File: config.mk
export PLATFORM = sky130hd
export DESIGN_NAME = sfc_ctrl
export DESIGN_NICKNAME = d
export VERILOG_FILES = /design/src/sfc_pkg.sv /design/src/sfc_ctrl.sv
export VERILOG_INCLUDE_DIRS = /design/src
export SDC_FILE = /design/constraint.sdc
export NUM_CORES = 2
export LEC_CHECK = 0
export ABC_AREA = 0
export BUFFER_PORTS_ARGS = -buffer_cell sky130_fd_sc_hd__clkbuf_2
export CORE_UTILIZATION = 35
export CTS_CLUSTER_DIAMETER = 120
export DETAILED_ROUTE_END_ITERATION = 10
export GPL_TIMING_DRIVEN = 0
export HOLD_SLACK_MARGIN = 0.02
export PLACE_DENSITY_LB_ADDON = 0.08
export SYNTH_ARGS = -nofsm -noshare
export SYNTH_HDL_FRONTEND = slang
export SYNTH_SLANG_ARGS = --single-unit
File: constraint.sdc
create_clock -name aclk -period 13.2 [get_ports aclk]
set_input_delay 2.64 -clock aclk [delete_from_list [all_inputs] [get_ports aclk]]
set_output_delay 2.64 -clock aclk [all_outputs]
set_load 0.05 [all_outputs]
File: src/sfc_cfg.svh
// Register indices, field positions, reset values and timing counts.
`ifndef SFC_CFG_SVH
`define SFC_CFG_SVH

// ----------------------------------------------------------------------
// Register indices (byte address is four times the index)
// ----------------------------------------------------------------------
`define SFC_IDX_SYS_OUT      7'h01
`define SFC_IDX_CPU_OUT      7'h03
`define SFC_IDX_SYS_TGT      7'h05
`define SFC_IDX_CPU_TGT      7'h06
`define SFC_IDX_TOL          7'h07
`define SFC_IDX_SYS_STOP     7'h08
`define SFC_IDX_CPU_STOP     7'h09
`define SFC_IDX_SYS_START    7'h0A
`define SFC_IDX_CPU_START    7'h0B
`define SFC_IDX_SYS_STIME    7'h0C
`define SFC_IDX_CPU_STIME    7'h0D
`define SFC_IDX_PACE_E       7'h0E
`define SFC_IDX_PACE_F       7'h0F
`define SFC_IDX_KEEP_MIN     7'h12
`define SFC_IDX_MODE         7'h13
`define SFC_IDX_STATUS       7'h14
`define SFC_IDX_SYS_TEMP     7'h27
`define SFC_IDX_SRC_SEL      7'h49
`define SFC_IDX_CPU_TEMP_W   7'h50
`define SFC_IDX_CPU_TEMP_H   7'h51
`define SFC_IDX_MAX_OUT      7'h67
`define SFC_IDX_STEP         7'h68

// ----------------------------------------------------------------------
// Field positions
// ----------------------------------------------------------------------
`define SFC_KEEP_SYS_BIT     5
`define SFC_KEEP_CPU_BIT     4
`define SFC_MODE_SYS_LSB     0
`define SFC_MODE_CPU_LSB     2

// ----------------------------------------------------------------------
// Reset values and bus answers
// ----------------------------------------------------------------------
`define SFC_OUT_RESET        8'hFF
`define SFC_CFG_RESET        8'h00
`define SFC_RESP_OKAY        2'h0
`define SFC_RESP_SLVERR      2'h2

// ----------------------------------------------------------------------
// Timing: one pacing unit of 100 ms at a 10 ns clock
// ----------------------------------------------------------------------
`define SFC_CLK_PERIOD_NS    10
`define SFC_UNIT_MS          100
`define SFC_UNIT_CYC         ((`SFC_UNIT_MS * 1000000) / `SFC_CLK_PERIOD_NS)

`endif

File: src/sfc_pkg.sv
// Types shared by the fan controller.
package sfc_pkg;

  // Automatic mode of one fan output.
  typedef enum logic [1:0]
  {
    SFC_MODE_MANUAL = 2'b00,
    SFC_MODE_HOLD   = 2'b01,
    SFC_MODE_STEP   = 2'b10
  } sfc_mode_e;

  // Stepped-target sequencer state.
  typedef enum logic
  {
    SFC_ST_RUN  = 1'b0,
    SFC_ST_STOP = 1'b1
  } sfc_step_state_e;

  // A comparison of a measurement against a window.
  typedef struct packed
  {
    logic above;
    logic below;
  } sfc_win_s;

endpackage

File: src/sfc_ctrl.sv
// Closed-loop fan output controller with an AXI4-Lite register slave.
//
// Behaviour
// - Speed-hold runs two independent loops: system tach/drive, CPU tach/drive.
// - Speed-hold regulates the pulse-period count against target plus/minus tolerance.
// - Count inside the window leaves the fan output unchanged.
// - Count above the window raises the fan output.
// - Count below the window lowers the fan output.
// - Stepped-target drives only the CPU fan, temperature from source select.
// - Temperature within working target plus/minus tolerance holds the output.
// - Too hot: output up one step, working target up by tolerance.
// - Step-up repeats against each new target, stopping at the maximum.
// - Too cold: output down one step, working target down by tolerance.
// - Step-down repeats against each new target, stopping at the minimum.
// - The step amount comes from the separate output-step register.
// - Persistent cold ramps output to zero, or stop value when enabled.
// - Once at the stop value, output holds there for the stop time.
`timescale 1ns/10ps

`include "sfc_cfg.svh"

module sfc_ctrl
  import sfc_pkg::*;
#(
  parameter int unsigned UNIT_CYC = `SFC_UNIT_CYC
)
(
  // Clock and reset
  input  wire logic                 aclk,
  input  wire logic                 aresetn,
  // AXI4-Lite write address and data
  input  wire logic                 awvalid,
  output logic                      awready,
  input  wire logic [31:0]          awaddr,
  input  wire logic [2:0]           awprot,
  input  wire logic                 wvalid,
  output logic                      wready,
  input  wire logic [31:0]          wdata,
  input  wire logic [3:0]           wstrb,
  // AXI4-Lite write response
  output logic                      bvalid,
  input  wire logic                 bready,
  output logic [1:0]                bresp,
  // AXI4-Lite read
  input  wire logic                 arvalid,
  output logic                      arready,
  input  wire logic [31:0]          araddr,
  input  wire logic [2:0]           arprot,
  output logic                      rvalid,
  input  wire logic                 rready,
  output logic [31:0]               rdata,
  output logic [1:0]                rresp,
  // Measured tachometer period counts
  input  wire logic [7:0]           sys_fan_tach_in,
  input  wire logic [7:0]           cpu_fan_tach_in,
  // Temperatures
  input  wire logic [7:0]           sys_temp_input,
  input  wire logic [7:0][7:0]      temp_src_whole,
  input  wire logic [7:0]           temp_src_half,
  // Fan drive levels
  output logic [7:0]                sys_fan_drive,
  output logic [7:0]                cpu_fan_drive
);

  // --------------------------------------------------------------------
  // Helper functions
  // --------------------------------------------------------------------

  // Adds with a ceiling.
  function automatic logic [7:0] sat_add(input logic [7:0] a,
                                         input logic [7:0] b,
                                         input logic [7:0] lim);
    logic [8:0] s;
    s = {1'b0, a} + {1'b0, b};
    sat_add = (s > {1'b0, lim}) ? lim : s[7:0];
  endfunction

  // Subtracts with a floor.
  function automatic logic [7:0] sat_sub(input logic [7:0] a,
                                         input logic [7:0] b,
                                         input logic [7:0] fl);
    logic [8:0] s;
    s = {1'b0, a} - {1'b0, b};
    sat_sub = (s[8] || s[7:0] < fl) ? fl : s[7:0];
  endfunction

  // Compares a value against centre plus/minus tolerance.
  function automatic sfc_win_s win_cmp(input logic [7:0] v,
                                       input logic [7:0] ctr,
                                       input logic [3:0] tol);
    win_cmp.above = {1'b0, v} > ({1'b0, ctr} + {5'h00, tol});
    win_cmp.below = ({1'b0, v} + {5'h00, tol}) < {1'b0, ctr};
  endfunction

  // Marks indices that answer on the bus.
  function automatic logic idx_mapped(input logic [6:0] i);
    unique case (i)
      `SFC_IDX_SYS_OUT, `SFC_IDX_CPU_OUT, `SFC_IDX_SYS_TGT,
      `SFC_IDX_CPU_TGT, `SFC_IDX_TOL, `SFC_IDX_SYS_STOP,
      `SFC_IDX_CPU_STOP, `SFC_IDX_SYS_START, `SFC_IDX_CPU_START,
      `SFC_IDX_SYS_STIME, `SFC_IDX_CPU_STIME, `SFC_IDX_PACE_E,
      `SFC_IDX_PACE_F, `SFC_IDX_KEEP_MIN, `SFC_IDX_MODE,
      `SFC_IDX_STATUS, `SFC_IDX_SYS_TEMP, `SFC_IDX_SRC_SEL,
      `SFC_IDX_CPU_TEMP_W, `SFC_IDX_CPU_TEMP_H, `SFC_IDX_MAX_OUT,
      `SFC_IDX_STEP: idx_mapped = 1'b1;
      default: idx_mapped = 1'b0;
    endcase
  endfunction

  // Marks the read-only indices.
  function automatic logic idx_ro(input logic [6:0] i);
    idx_ro = (i == `SFC_IDX_STATUS) || (i == `SFC_IDX_SYS_TEMP) ||
             (i == `SFC_IDX_CPU_TEMP_W) || (i == `SFC_IDX_CPU_TEMP_H);
  endfunction

  // --------------------------------------------------------------------
  // Storage
  // --------------------------------------------------------------------
  logic [7:0]          cfg_r [0:127];
  logic [7:0]          sys_out_r;
  logic [7:0]          cpu_out_r;
  logic [7:0]          work_tgt_r;
  sfc_step_state_e     st_r;
  logic [7:0]          hold_cnt_r;
  logic [31:0]         unit_cnt_r;
  logic [7:0]          pace_s_r;
  logic [7:0]          pace_c_r;
  logic                aw_full_r;
  logic                w_full_r;
  logic [6:0]          aw_idx_r;
  logic [7:0]          w_data_r;
  logic                w_lane_r;
  logic                awready_r;
  logic                wready_r;
  logic                bvalid_r;
  logic [1:0]          bresp_r;
  logic                arready_r;
  logic                rvalid_r;
  logic [31:0]         rdata_r;
  logic [1:0]          rresp_r;

  // --------------------------------------------------------------------
  // Bus decode
  // --------------------------------------------------------------------

  // Write is performed once address and data are both held.
  wire       aw_take  = awvalid && awready_r;
  wire       w_take   = wvalid && wready_r;
  wire       do_write = aw_full_r && w_full_r && !bvalid_r;
  wire       wr_ok    = idx_mapped(aw_idx_r) && !idx_ro(aw_idx_r);
  wire       wr_en    = do_write && wr_ok && w_lane_r;
  wire       aw_full_nxt = !do_write && (aw_full_r || aw_take);
  wire       w_full_nxt  = !do_write && (w_full_r || w_take);
  wire       bvalid_nxt  = do_write || (bvalid_r && !bready);
  wire       ar_take  = arvalid && arready_r;
  wire       rvalid_nxt  = ar_take || (rvalid_r && !rready);
  wire [6:0] ar_idx   = araddr[8:2];
  wire       ar_ok    = (araddr[31:9] == 23'h000000) && idx_mapped(ar_idx);
  wire       aw_hi_ok = (awaddr[31:9] == 23'h000000);

  // --------------------------------------------------------------------
  // Configuration fields
  // --------------------------------------------------------------------

  // Mode, tolerances, floors and the selected temperature.
  wire sfc_mode_e mode_s = sfc_mode_e'(cfg_r[`SFC_IDX_MODE][1:0]);
  wire sfc_mode_e mode_c = sfc_mode_e'(cfg_r[`SFC_IDX_MODE][3:2]);
  wire [3:0] tol_s   = cfg_r[`SFC_IDX_TOL][3:0];
  wire [3:0] tol_c   = cfg_r[`SFC_IDX_TOL][7:4];
  wire       keep_s  = cfg_r[`SFC_IDX_KEEP_MIN][`SFC_KEEP_SYS_BIT];
  wire       keep_c  = cfg_r[`SFC_IDX_KEEP_MIN][`SFC_KEEP_CPU_BIT];
  wire [7:0] floor_s = keep_s ? cfg_r[`SFC_IDX_SYS_STOP] : 8'h00;
  wire [7:0] floor_c = keep_c ? cfg_r[`SFC_IDX_CPU_STOP] : 8'h00;
  wire [2:0] src_sel = cfg_r[`SFC_IDX_SRC_SEL][2:0];
  wire [7:0] cpu_temp = temp_src_whole[src_sel];
  wire [7:0] t_up    = cfg_r[`SFC_IDX_PACE_F];
  wire [7:0] t_dn    = cfg_r[`SFC_IDX_PACE_E];
  wire [7:0] step_v  = cfg_r[`SFC_IDX_STEP];
  wire [7:0] max_c   = cfg_r[`SFC_IDX_MAX_OUT];
  wire [7:0] tol_c8  = {4'h0, tol_c};

  // --------------------------------------------------------------------
  // Pacing
  // --------------------------------------------------------------------

  // A unit tick paces every automatic change and the stop hold.
  wire       tick   = (unit_cnt_r == UNIT_CYC - 1);
  wire       up_s_ok = tick && (pace_s_r >= t_up);
  wire       dn_s_ok = tick && (pace_s_r >= t_dn);
  wire       up_c_ok = tick && (pace_c_r >= t_up);
  wire       dn_c_ok = tick && (pace_c_r >= t_dn);

  // --------------------------------------------------------------------
  // Speed-hold loops
  // --------------------------------------------------------------------

  // Each fan compares its own tach count with its own window.
  wire sfc_win_s win_s = win_cmp(sys_fan_tach_in,
                                 cfg_r[`SFC_IDX_SYS_TGT], tol_s);
  wire sfc_win_s win_h = win_cmp(cpu_fan_tach_in,
                                 cfg_r[`SFC_IDX_CPU_TGT], tol_c);
  wire hs_up = (mode_s == SFC_MODE_HOLD) && win_s.above && up_s_ok;
  wire hs_dn = (mode_s == SFC_MODE_HOLD) && win_s.below && dn_s_ok;
  wire hc_up = (mode_c == SFC_MODE_HOLD) && win_h.above && up_c_ok;
  wire hc_dn = (mode_c == SFC_MODE_HOLD) && win_h.below && dn_c_ok;

  // --------------------------------------------------------------------
  // Stepped-target loop
  // --------------------------------------------------------------------

  // The working target follows the programmed one until the mode runs.
  wire       in_step = (mode_c == SFC_MODE_STEP);
  wire sfc_win_s win_t = win_cmp(cpu_temp, work_tgt_r, tol_c);
  wire       holding = (st_r == SFC_ST_STOP);
  wire       st_up = in_step && !holding && win_t.above &&
                     (cpu_out_r < max_c) && up_c_ok;
  wire       st_dn = in_step && !holding && win_t.below &&
                     (cpu_out_r > floor_c) && dn_c_ok;
  wire [7:0] st_dn_val = sat_sub(cpu_out_r, step_v, floor_c);
  wire       reach_stop = st_dn && keep_c && (st_dn_val == floor_c);

  // Next output and target values; unchanged inside the window.
  wire       chg_s   = hs_up || hs_dn;
  wire       chg_c   = hc_up || hc_dn || st_up || st_dn;
  wire [7:0] sys_out_nxt =
    hs_up ? sat_add(sys_out_r, 8'h01, 8'hFF) :
    hs_dn ? sat_sub(sys_out_r, 8'h01, floor_s) :
    (wr_en && aw_idx_r == `SFC_IDX_SYS_OUT) ? w_data_r : sys_out_r;
  wire [7:0] cpu_out_nxt =
    hc_up ? sat_add(cpu_out_r, 8'h01, 8'hFF) :
    hc_dn ? sat_sub(cpu_out_r, 8'h01, floor_c) :
    st_up ? sat_add(cpu_out_r, step_v, max_c) :
    st_dn ? st_dn_val :
    (wr_en && aw_idx_r == `SFC_IDX_CPU_OUT) ? w_data_r : cpu_out_r;
  wire [7:0] work_tgt_nxt =
    !in_step ? cfg_r[`SFC_IDX_CPU_TGT] :
    st_up ? sat_add(work_tgt_r, tol_c8, 8'hFF) :
    st_dn ? sat_sub(work_tgt_r, tol_c8, 8'h00) : work_tgt_r;

  // Stop hold: entered on reaching the stop value, left when time runs out.
  wire       hold_go   = reach_stop && (cfg_r[`SFC_IDX_CPU_STIME] != 8'h00);
  wire       hold_done = holding && tick && (hold_cnt_r <= 8'h01);
  wire sfc_step_state_e st_nxt =
    !in_step  ? SFC_ST_RUN :
    hold_go   ? SFC_ST_STOP :
    hold_done ? SFC_ST_RUN : st_r;
  wire [7:0] hold_cnt_nxt =
    hold_go ? cfg_r[`SFC_IDX_CPU_STIME] :
    (holding && tick) ? hold_cnt_r - 8'h01 : hold_cnt_r;

  // --------------------------------------------------------------------
  // Read-back
  // --------------------------------------------------------------------

  // Live values for status and temperature indices.
  wire [7:0] rd_byte =
    (ar_idx == `SFC_IDX_SYS_OUT)    ? sys_out_r :
    (ar_idx == `SFC_IDX_CPU_OUT)    ? cpu_out_r :
    (ar_idx == `SFC_IDX_STATUS)     ? {6'h00, holding, in_step} :
    (ar_idx == `SFC_IDX_SYS_TEMP)   ? sys_temp_input :
    (ar_idx == `SFC_IDX_CPU_TEMP_W) ? cpu_temp :
    (ar_idx == `SFC_IDX_CPU_TEMP_H) ? {temp_src_half[src_sel], 7'h00} :
    (ar_idx == `SFC_IDX_CPU_START + 7'h0B) ? work_tgt_r :
    cfg_r[ar_idx];

  // --------------------------------------------------------------------
  // Write channel handshakes
  // --------------------------------------------------------------------
  always_ff @(posedge aclk)
  begin
    if (!aresetn)
    begin
      aw_full_r <= 1'b0;
      w_full_r  <= 1'b0;
      awready_r <= 1'b0;
      wready_r  <= 1'b0;
      bvalid_r  <= 1'b0;
    end
    else
    begin
      aw_full_r <= aw_full_nxt;
      w_full_r  <= w_full_nxt;
      awready_r <= !aw_full_nxt;
      wready_r  <= !w_full_nxt;
      bvalid_r  <= bvalid_nxt;
    end
  end

  // Captures the write payload and the response code.
  always_ff @(posedge aclk)
  begin
    if (!aresetn)
    begin
      aw_idx_r <= 7'h00;
      w_data_r <= 8'h00;
      w_lane_r <= 1'b0;
      bresp_r  <= `SFC_RESP_OKAY;
    end
    else
    begin
      if (aw_take)
        aw_idx_r <= aw_hi_ok ? awaddr[8:2] : 7'h7F;
      if (w_take)
      begin
        w_data_r <= wdata[7:0];
        w_lane_r <= wstrb[0];
      end
      if (do_write)
        bresp_r <= wr_ok ? `SFC_RESP_OKAY : `SFC_RESP_SLVERR;
    end
  end

  // --------------------------------------------------------------------
  // Read channel
  // --------------------------------------------------------------------
  always_ff @(posedge aclk)
  begin
    if (!aresetn)
    begin
      arready_r <= 1'b0;
      rvalid_r  <= 1'b0;
      rdata_r   <= 32'h00000000;
      rresp_r   <= `SFC_RESP_OKAY;
    end
    else
    begin
      arready_r <= !rvalid_nxt;
      rvalid_r  <= rvalid_nxt;
      if (ar_take)
      begin
        rdata_r <= ar_ok ? {24'h000000, rd_byte} : 32'h00000000;
        rresp_r <= ar_ok ? `SFC_RESP_OKAY : `SFC_RESP_SLVERR;
      end
    end
  end

  // --------------------------------------------------------------------
  // Configuration registers written by software
  // --------------------------------------------------------------------
  always_ff @(posedge aclk)
  begin
    if (!aresetn)
    begin
      for (int i = 0; i < 128; i++)
        cfg_r[i] <= `SFC_CFG_RESET;
    end
    else if (wr_en)
      cfg_r[aw_idx_r] <= w_data_r;
  end

  // --------------------------------------------------------------------
  // Unit timer and pacing counters
  // --------------------------------------------------------------------
  always_ff @(posedge aclk)
  begin
    if (!aresetn)
    begin
      unit_cnt_r <= 32'h00000000;
      pace_s_r   <= 8'h00;
      pace_c_r   <= 8'h00;
    end
    else
    begin
      unit_cnt_r <= tick ? 32'h00000000 : unit_cnt_r + 32'h00000001;
      if (chg_s)
        pace_s_r <= 8'h00;
      else if (tick && pace_s_r != 8'hFF)
        pace_s_r <= pace_s_r + 8'h01;
      if (chg_c)
        pace_c_r <= 8'h00;
      else if (tick && pace_c_r != 8'hFF)
        pace_c_r <= pace_c_r + 8'h01;
    end
  end

  // --------------------------------------------------------------------
  // Fan outputs, working target and stop hold
  // --------------------------------------------------------------------
  always_ff @(posedge aclk)
  begin
    if (!aresetn)
    begin
      sys_out_r  <= `SFC_OUT_RESET;
      cpu_out_r  <= `SFC_OUT_RESET;
      work_tgt_r <= `SFC_CFG_RESET;
      st_r       <= SFC_ST_RUN;
      hold_cnt_r <= 8'h00;
    end
    else
    begin
      sys_out_r  <= sys_out_nxt;
      cpu_out_r  <= cpu_out_nxt;
      work_tgt_r <= work_tgt_nxt;
      st_r       <= st_nxt;
      hold_cnt_r <= hold_cnt_nxt;
    end
  end

  // Every output comes straight from a flip-flop.
  assign awready       = awready_r;
  assign wready        = wready_r;
  assign bvalid        = bvalid_r;
  assign bresp         = bresp_r;
  assign arready       = arready_r;
  assign rvalid        = rvalid_r;
  assign rdata         = rdata_r;
  assign rresp         = rresp_r;
  assign sys_fan_drive = sys_out_r;
  assign cpu_fan_drive = cpu_out_r;

endmodule

# Yosys cells after proc, flatten, opt, wreduce, memory -nomap -nowiden

Memories as Yosys holds them, arrays and structs flattened.
Cells that the tools add are included.

$lt $le $gt $ge: 22
Div/mod/pow operators: 0
Shift-type cells: 0
Reduce and logical (&&, ||, !) cells: 79
Muxes and demuxes: 49
Bitwise logic cells: 1
$add $sub $neg: 17
Multiply operators: 0
Eq/ne operators: 53

Operators by type and width:

| kind                                                                             | number |
|---|---|
| 8-bit two-way mux                                                                | 33 |
| 7-bit by 4-bit == test with 1-bit output (second input constant)                 | 16 |
| 7-bit == test (second input constant)                                            | 10 |
| 8-bit by 4-bit adder with 9-bit output                                           | 6 |
| 7-bit by 5-bit == test with 1-bit output (second input constant)                 | 7 |
| 23-bit zero test                                                                 | 2 |
| 22-bit OR reduction                                                              | 2 |
| 7-bit by 3-bit == test with 1-bit output (second input constant)                 | 6 |
| 1-bit logical AND                                                                | 41 |
| 32-bit by 1-bit adder with 32-bit output (second input constant)                 | 1 |
| 32-bit by 24-bit == test with 1-bit output (second input constant)               | 1 |
| 8-bit greater-or-equal comparator                                                | 4 |
| 8-bit less-than comparator                                                       | 4 |
| 8-bit by 9-bit greater-than comparator with 1-bit output                         | 3 |
| 9-bit by 8-bit greater-than comparator with 1-bit output (second input constant) | 3 |
| 9-bit by 8-bit less-than comparator with 1-bit output                            | 3 |
| 8-bit binary-select mux with 3-bit select                                        | 1 |
| 8-bit by 1-bit adder with 9-bit output (second input constant)                   | 2 |
| 8-bit by 1-bit subtractor with 9-bit output (second input constant)              | 2 |
| 8-bit by 1-bit adder with 8-bit output (second input constant)                   | 2 |
| 8-bit != test (second input constant)                                            | 2 |
| 1-bit logical OR                                                                 | 15 |
| 7-bit by 1-bit == test with 1-bit output (second input constant)                 | 2 |
| 7-bit by 2-bit == test with 1-bit output (second input constant)                 | 2 |
| 27 further kinds                                                                 | 51 |

Memories: 1
Bits in registers: 140
Latch bits: 0
Bits in writable memories: 1,024
ROM bits: 0

Memory list:

| memory | words | bits a word | read ports | clocked after memory_dff | write ports | line            | text |
|---|---|---|---|---|---|---|---|
| cfg_r  | 128   | 8           | 14         | 0                        | 128         | sfc_ctrl.sv:119 | `logic [7:0] cfg_r [0:127];` |

# Longest topological paths before layout

Word-level depth: 14
Depth in mapped cells: 24
Mapped depth without buffers: 21

# Worst setup path after synthesis

Ideal clock, no wire load.

Kind: input -> register
From: input port temp_src_whole[57] (netlist bit)
To: register work_tgt_r[4]
Required time: 13,059 ps
Stages on the path: 19
Library setup time: 141 ps
Path buffers: 1
Arrival: 6,522 ps
Slack: 6,536 ps
Path through: mux4_2 > mux2_2 > ha_1 > a21o_1 > a21oi_1 > nor2b_1 > o21ai_0 > nor3_1 > xnor2_1 > ha_1 > a2111oi_0 > nand3_1 > nor4bb_1 > nand4_1 > and2_0 > clkbuf_1 > and3_1 > a211oi_1 > nor2_1

Longest elaborated chain between the ends: 8

Ends and longest elaborated chain:

| element                                                                                                                   | line                             | text |
|---|---|---|
| from (decl)                                                                                                               | sfc_ctrl.sv:58                   | `input wire logic [7:0][7:0] temp_src_whole,` |
| 8-bit binary-select mux with 3-bit select (*)                                                                             | sfc_ctrl.sv:175                  | `wire [7:0] cpu_temp = temp_src_whole[src_sel];` |
| 8-bit two-way mux (implied by the code) (*)                                                                               | sfc_ctrl.sv:175                  |  |
| 8-bit by 4-bit adder with 9-bit output / 8-bit by 9-bit greater-than comparator with 1-bit output (equally long branches) | sfc_ctrl.sv:92, sfc_ctrl.sv:91   |  |
| 9-bit by 8-bit less-than comparator with 1-bit output / 1-bit logical AND (equally long branches)                         | sfc_ctrl.sv:92, sfc_ctrl.sv:215  |  |
| 1-bit logical AND (on tied branches)                                                                                      | sfc_ctrl.sv:217, sfc_ctrl.sv:215 |  |
| 1-bit logical AND (on tied branches)                                                                                      | sfc_ctrl.sv:217, sfc_ctrl.sv:216 |  |
| 1-bit logical AND / 8-bit two-way mux (equally long branches)                                                             | sfc_ctrl.sv:218, sfc_ctrl.sv:237 |  |
| 3-bit by 1-bit != test with 1-bit output (no source line) / 8-bit two-way mux (equally long branches)                     | n/a                              |  |
| to (signal assigned)                                                                                                      | sfc_ctrl.sv:385                  | `` work_tgt_r <= `SFC_CFG_RESET; `` |
| to (signal assigned)                                                                                                      | sfc_ctrl.sv:393                  | `work_tgt_r <= work_tgt_nxt;` |
| to (decl)                                                                                                                 | sfc_ctrl.sv:122                  | `logic [7:0] work_tgt_r;` |

Mark *: on every way between the ends. The rest lies on a longest branch, timed or not. The select of a mux whose other input is x is not followed.
A chain may end at the register's enable or synchronous reset.

# Final worst setup path

From: input port araddr[3]
To: register rdata_r[6] (netlist: rdata[6])

Longest elaborated chain between the ends: 9

Ends and longest elaborated chain:

| element                                                                               | line            | text |
|---|---|---|
| from (decl)                                                                           | sfc_ctrl.sv:47  | `input wire logic [31:0] araddr,` |
| memory 128 x 8 bit / 7-bit by 5-bit == test with 1-bit output (equally long branches) | n/a             |  |
| 8-bit two-way mux                                                                     | sfc_ctrl.sv:263 | `` (ar_idx == `SFC_IDX_CPU_START + 7'h0B) ? work_tgt_r : `` |
| 8-bit two-way mux                                                                     | sfc_ctrl.sv:262 | `` (ar_idx == `SFC_IDX_CPU_TEMP_H) ? {temp_src_half[src_sel], 7'h00} : `` |
| 8-bit two-way mux                                                                     | sfc_ctrl.sv:261 | `` (ar_idx == `SFC_IDX_CPU_TEMP_W) ? cpu_temp : `` |
| 8-bit two-way mux                                                                     | sfc_ctrl.sv:260 | `` (ar_idx == `SFC_IDX_SYS_TEMP) ? sys_temp_input : `` |
| 8-bit two-way mux                                                                     | sfc_ctrl.sv:259 | `` (ar_idx == `SFC_IDX_STATUS) ? {6'h00, holding, in_step} : `` |
| 8-bit two-way mux                                                                     | sfc_ctrl.sv:258 | `` (ar_idx == `SFC_IDX_CPU_OUT) ? cpu_out_r : `` |
| 8-bit two-way mux                                                                     | sfc_ctrl.sv:257 | `` (ar_idx == `SFC_IDX_SYS_OUT) ? sys_out_r : `` |
| 8-bit two-way mux (*)                                                                 | sfc_ctrl.sv:331 | `rdata_r <= ar_ok ? {24'h000000, rd_byte} : 32'h00000000;` |
| to (signal assigned)                                                                  | sfc_ctrl.sv:331 |  |
| to (decl)                                                                             | sfc_ctrl.sv:139 | `logic [31:0] rdata_r;` |

Mark *: on every way between the ends. The rest lies on a longest branch, timed or not.

==> reports/metrics.csv <==
metric,value,unit
outcome,finished with violations,
violations,"capacitance limit, slew limit",
switching_share,0.254,
worst-endpoint-required,13910,ps
drv_slew,12,
combPwrFrac,0.103,
path_cells,buf_4 -> buf_6 -> buf_2 -> buf_2 -> buf_2 -> buf_2 -> mux4_2 -> a22oi_1 -> nand2_1 -> o311ai_0 -> a2111oi_0 -> o211ai_1 -> o21ai_0,
layout.nets,5206,
post_cts_buffers,0,
num_rows,143,
period_share,0.563,
initial_core_util,0.353,
rsz0062_at_grt,false,
drt_iter0_markers,3443,
synth-edff-count,1023,
clock_path_buffers,3,
hp-class,reg -> reg,
cts_buffers,137,
drt_pass1_iterations,5,
overflow,0,
cts_tree,yes,
core_area,152000,µm²
seqPwrFrac,0.484,
grt_pass1_wl,255,mm
hold_slack,453,ps
syn-cell-area,53900,µm²
dpl_cell_area,60800,µm²
ctsHoldBuffers,0,
slew_headroom,-0.0112,
ys_ff_latch,1137,
vias,34300,
syn_inst,3565,
ys_warn_count,0,
fin_worst_skew,28.4,ps
cts_sinks,1137,
worstSetupStartpointType,primary input,
cts-root-buf,clkbuf_16,
clkLatencyLatePin,790,ps
cellPowerDensity,135,nW/µm²
min_period,7440,ps
grt_pass1_vias,32700,
port_buffers,198,
p_total,8.82,mW
die_w,394,µm
setup_violations,0,
intPower,6.58,mW
drc,0,
cpPeakStageDelay,1190,ps
critical_path_buf_inv_count,6,
worst_pin_slew,1520,ps
fmax,134,MHz
grtUsageTotal,0.237,
dp_hpwl,135,mm
final_common_cell,edfxtp_1,
clk_pin_slew_worst_paths,50,ps
clockPowerShare,0.413,
fin_setup_tns,0,ps
antenna_left,0,
max_cap_viol_count,2,
yosysSeqAreaShare,0.613,
worstSetupPathType,in -> reg,
die_y,394,µm
wirelength,186,mm
synthTopCellsByArea,"edfxtp_1, mux4_2, dfxtp_1, ha_1, and2_1",
avgSynthCellArea,15.1,µm²
synth.largest_area_cell,edfxtp_1,
synth_top_area_share,0.570,
leakage,25.4,nW
layout_common_cells,"edfxtp_1, conb_1, mux4_2",
synthDistinctLibCells,92,
cp-end-kind,flop,
vdd_drop_max,0.132,mV
fillers,14100,
synth_flop_cell,edfxtp_1,
cp_top_family,buffers and inverters,
antenna_found_initial,9,
routabilityCongestion,0.923,
ios,266,
grt_max_degree,18,
vias_per_cell,4.93,
path_max_fanout,10,
arrival,8140,ps
final_area,65200,µm²
die_area,155000,µm²
crit_path_frequent_cell,buf_2,
drive_above_1_share,0.168,
switchingPower,2.24,mW
async_reset_ff_frac,0,
wire_per_inst,26.8,µm
hold_viol,0,
cts_resized,0,
syn2layout_area_growth,21.0,%
cp_slowest_cell,a2111oi_0,
htreeDepth,4,
==> path summary, 6_finish.rpt <==
check / slack [ps] / start / cells past startpoint / end
setup reg to reg: 6510 / cfg_r[73][0] / 22 / cpu_fan_drive[7]
hold reg to reg: 450 / unit_cnt_r[0] / 1 / unit_cnt_r[0]
setup / recovery: 5760 / araddr[3] / 13 / rdata[6]
hold / removal: 450 / unit_cnt_r[0] / 1 / unit_cnt_r[0]
==> logic make-up after synthesis <==
family | after synthesis | synth area share
DFF | 1137 | 0.613
and+or+nand+nor | 847 | 0.0834
AOI/OAI and AO/OA | 460 | 0.0565
buffers and inverters | 428 | 0.0399
muxes | 398 | 0.145
adders and majority gates | 186 | 0.0445
xor gates and xnor gates | 108 | 0.0178
other | 1 | 0.0000696
==> through the flow <==
| step | cells | setup slack (ps) | utilization |
|---|---|---|---|
| global placement | 6697 | 4780 | 0.399 |
| detailed placement | 6700 | 5000 | 0.399 |
| CTS | 6944 | 5830 | 0.427 |
| finish | 6949 | 5760 | 0.428 |
| global route | 6946 | 5390 | 0.428 |
| floorplan | 4469 | 6540 | - |
==> layer usage <==
metal	vias up	wire length (µm)	share of wire	GRT usage
li1	15400	-	-	-
met1	17300	81900	0.44	0.328
met2	1254	85600	0.46	0.376
met3	262	11800	0.063	0.0410
met4	2	6640	0.036	0.0820
met5	-	7	0.000038	0
==> area by class of cell <==
class,count,area (µm²),share of cell area
clock inverters,65,661,0.0101
flip-flops and latches,1137,33000,0.506
repair buffers,203,1040,0.0160
clock buffers,179,3620,0.0555
plain buffers,214,1350,0.0208
inverters,214,803,0.0123
well taps,2030,2540,0.0390
diodes,3,7.51,0.000115
multi-input cells,2904,22200,0.340
==> sequential cells by signal, indices dropped and copies added, names as in the netlist <==
signal         flops
work_tgt_r         8
awready            1
holding            1
unit_cnt_r        32
pace_c_r           8
cfg_r           1023
cpu_fan_drive      8
w_full_r           1
sys_fan_drive      8
rresp              1
w_data_r           8
aw_full_r          1
bresp              1
rdata              8
hold_cnt_r         8
wready             1
arready            1
pace_s_r           8
bvalid             1
rvalid             1
aw_idx_r           7
w_lane_r           1
==> cells in the mapped netlist (all sizes together), types with 32 or more instances <==
library cell	number
a21oi	97
and2	161
and3	37
buf	126
clkbuf	88
dfxtp	114
edfxtp	1023
ha	177
inv	213
mux2i	86
mux4	296
nand2	153
nand2b	39
nand3	55
nand4	42
nor2	161
nor2b	32
nor3	64
nor4	34
o21ai	111
xnor2	69
xor2	38
==> power by group through the flow <==
stage | registers, mW | clock network, mW | logic (mW)
floorplan | 4.30 | 0 | 0.536
global placement | 4.33 | 0 | 0.902
detailed placement | 4.34 | 0 | 0.903
CTS | 4.27 | 3.70 | 0.907
global route | 4.29 | 3.83 | 0.965
finish | 4.27 | 3.64 | 0.912
Power figures use the tool's default switching activity.
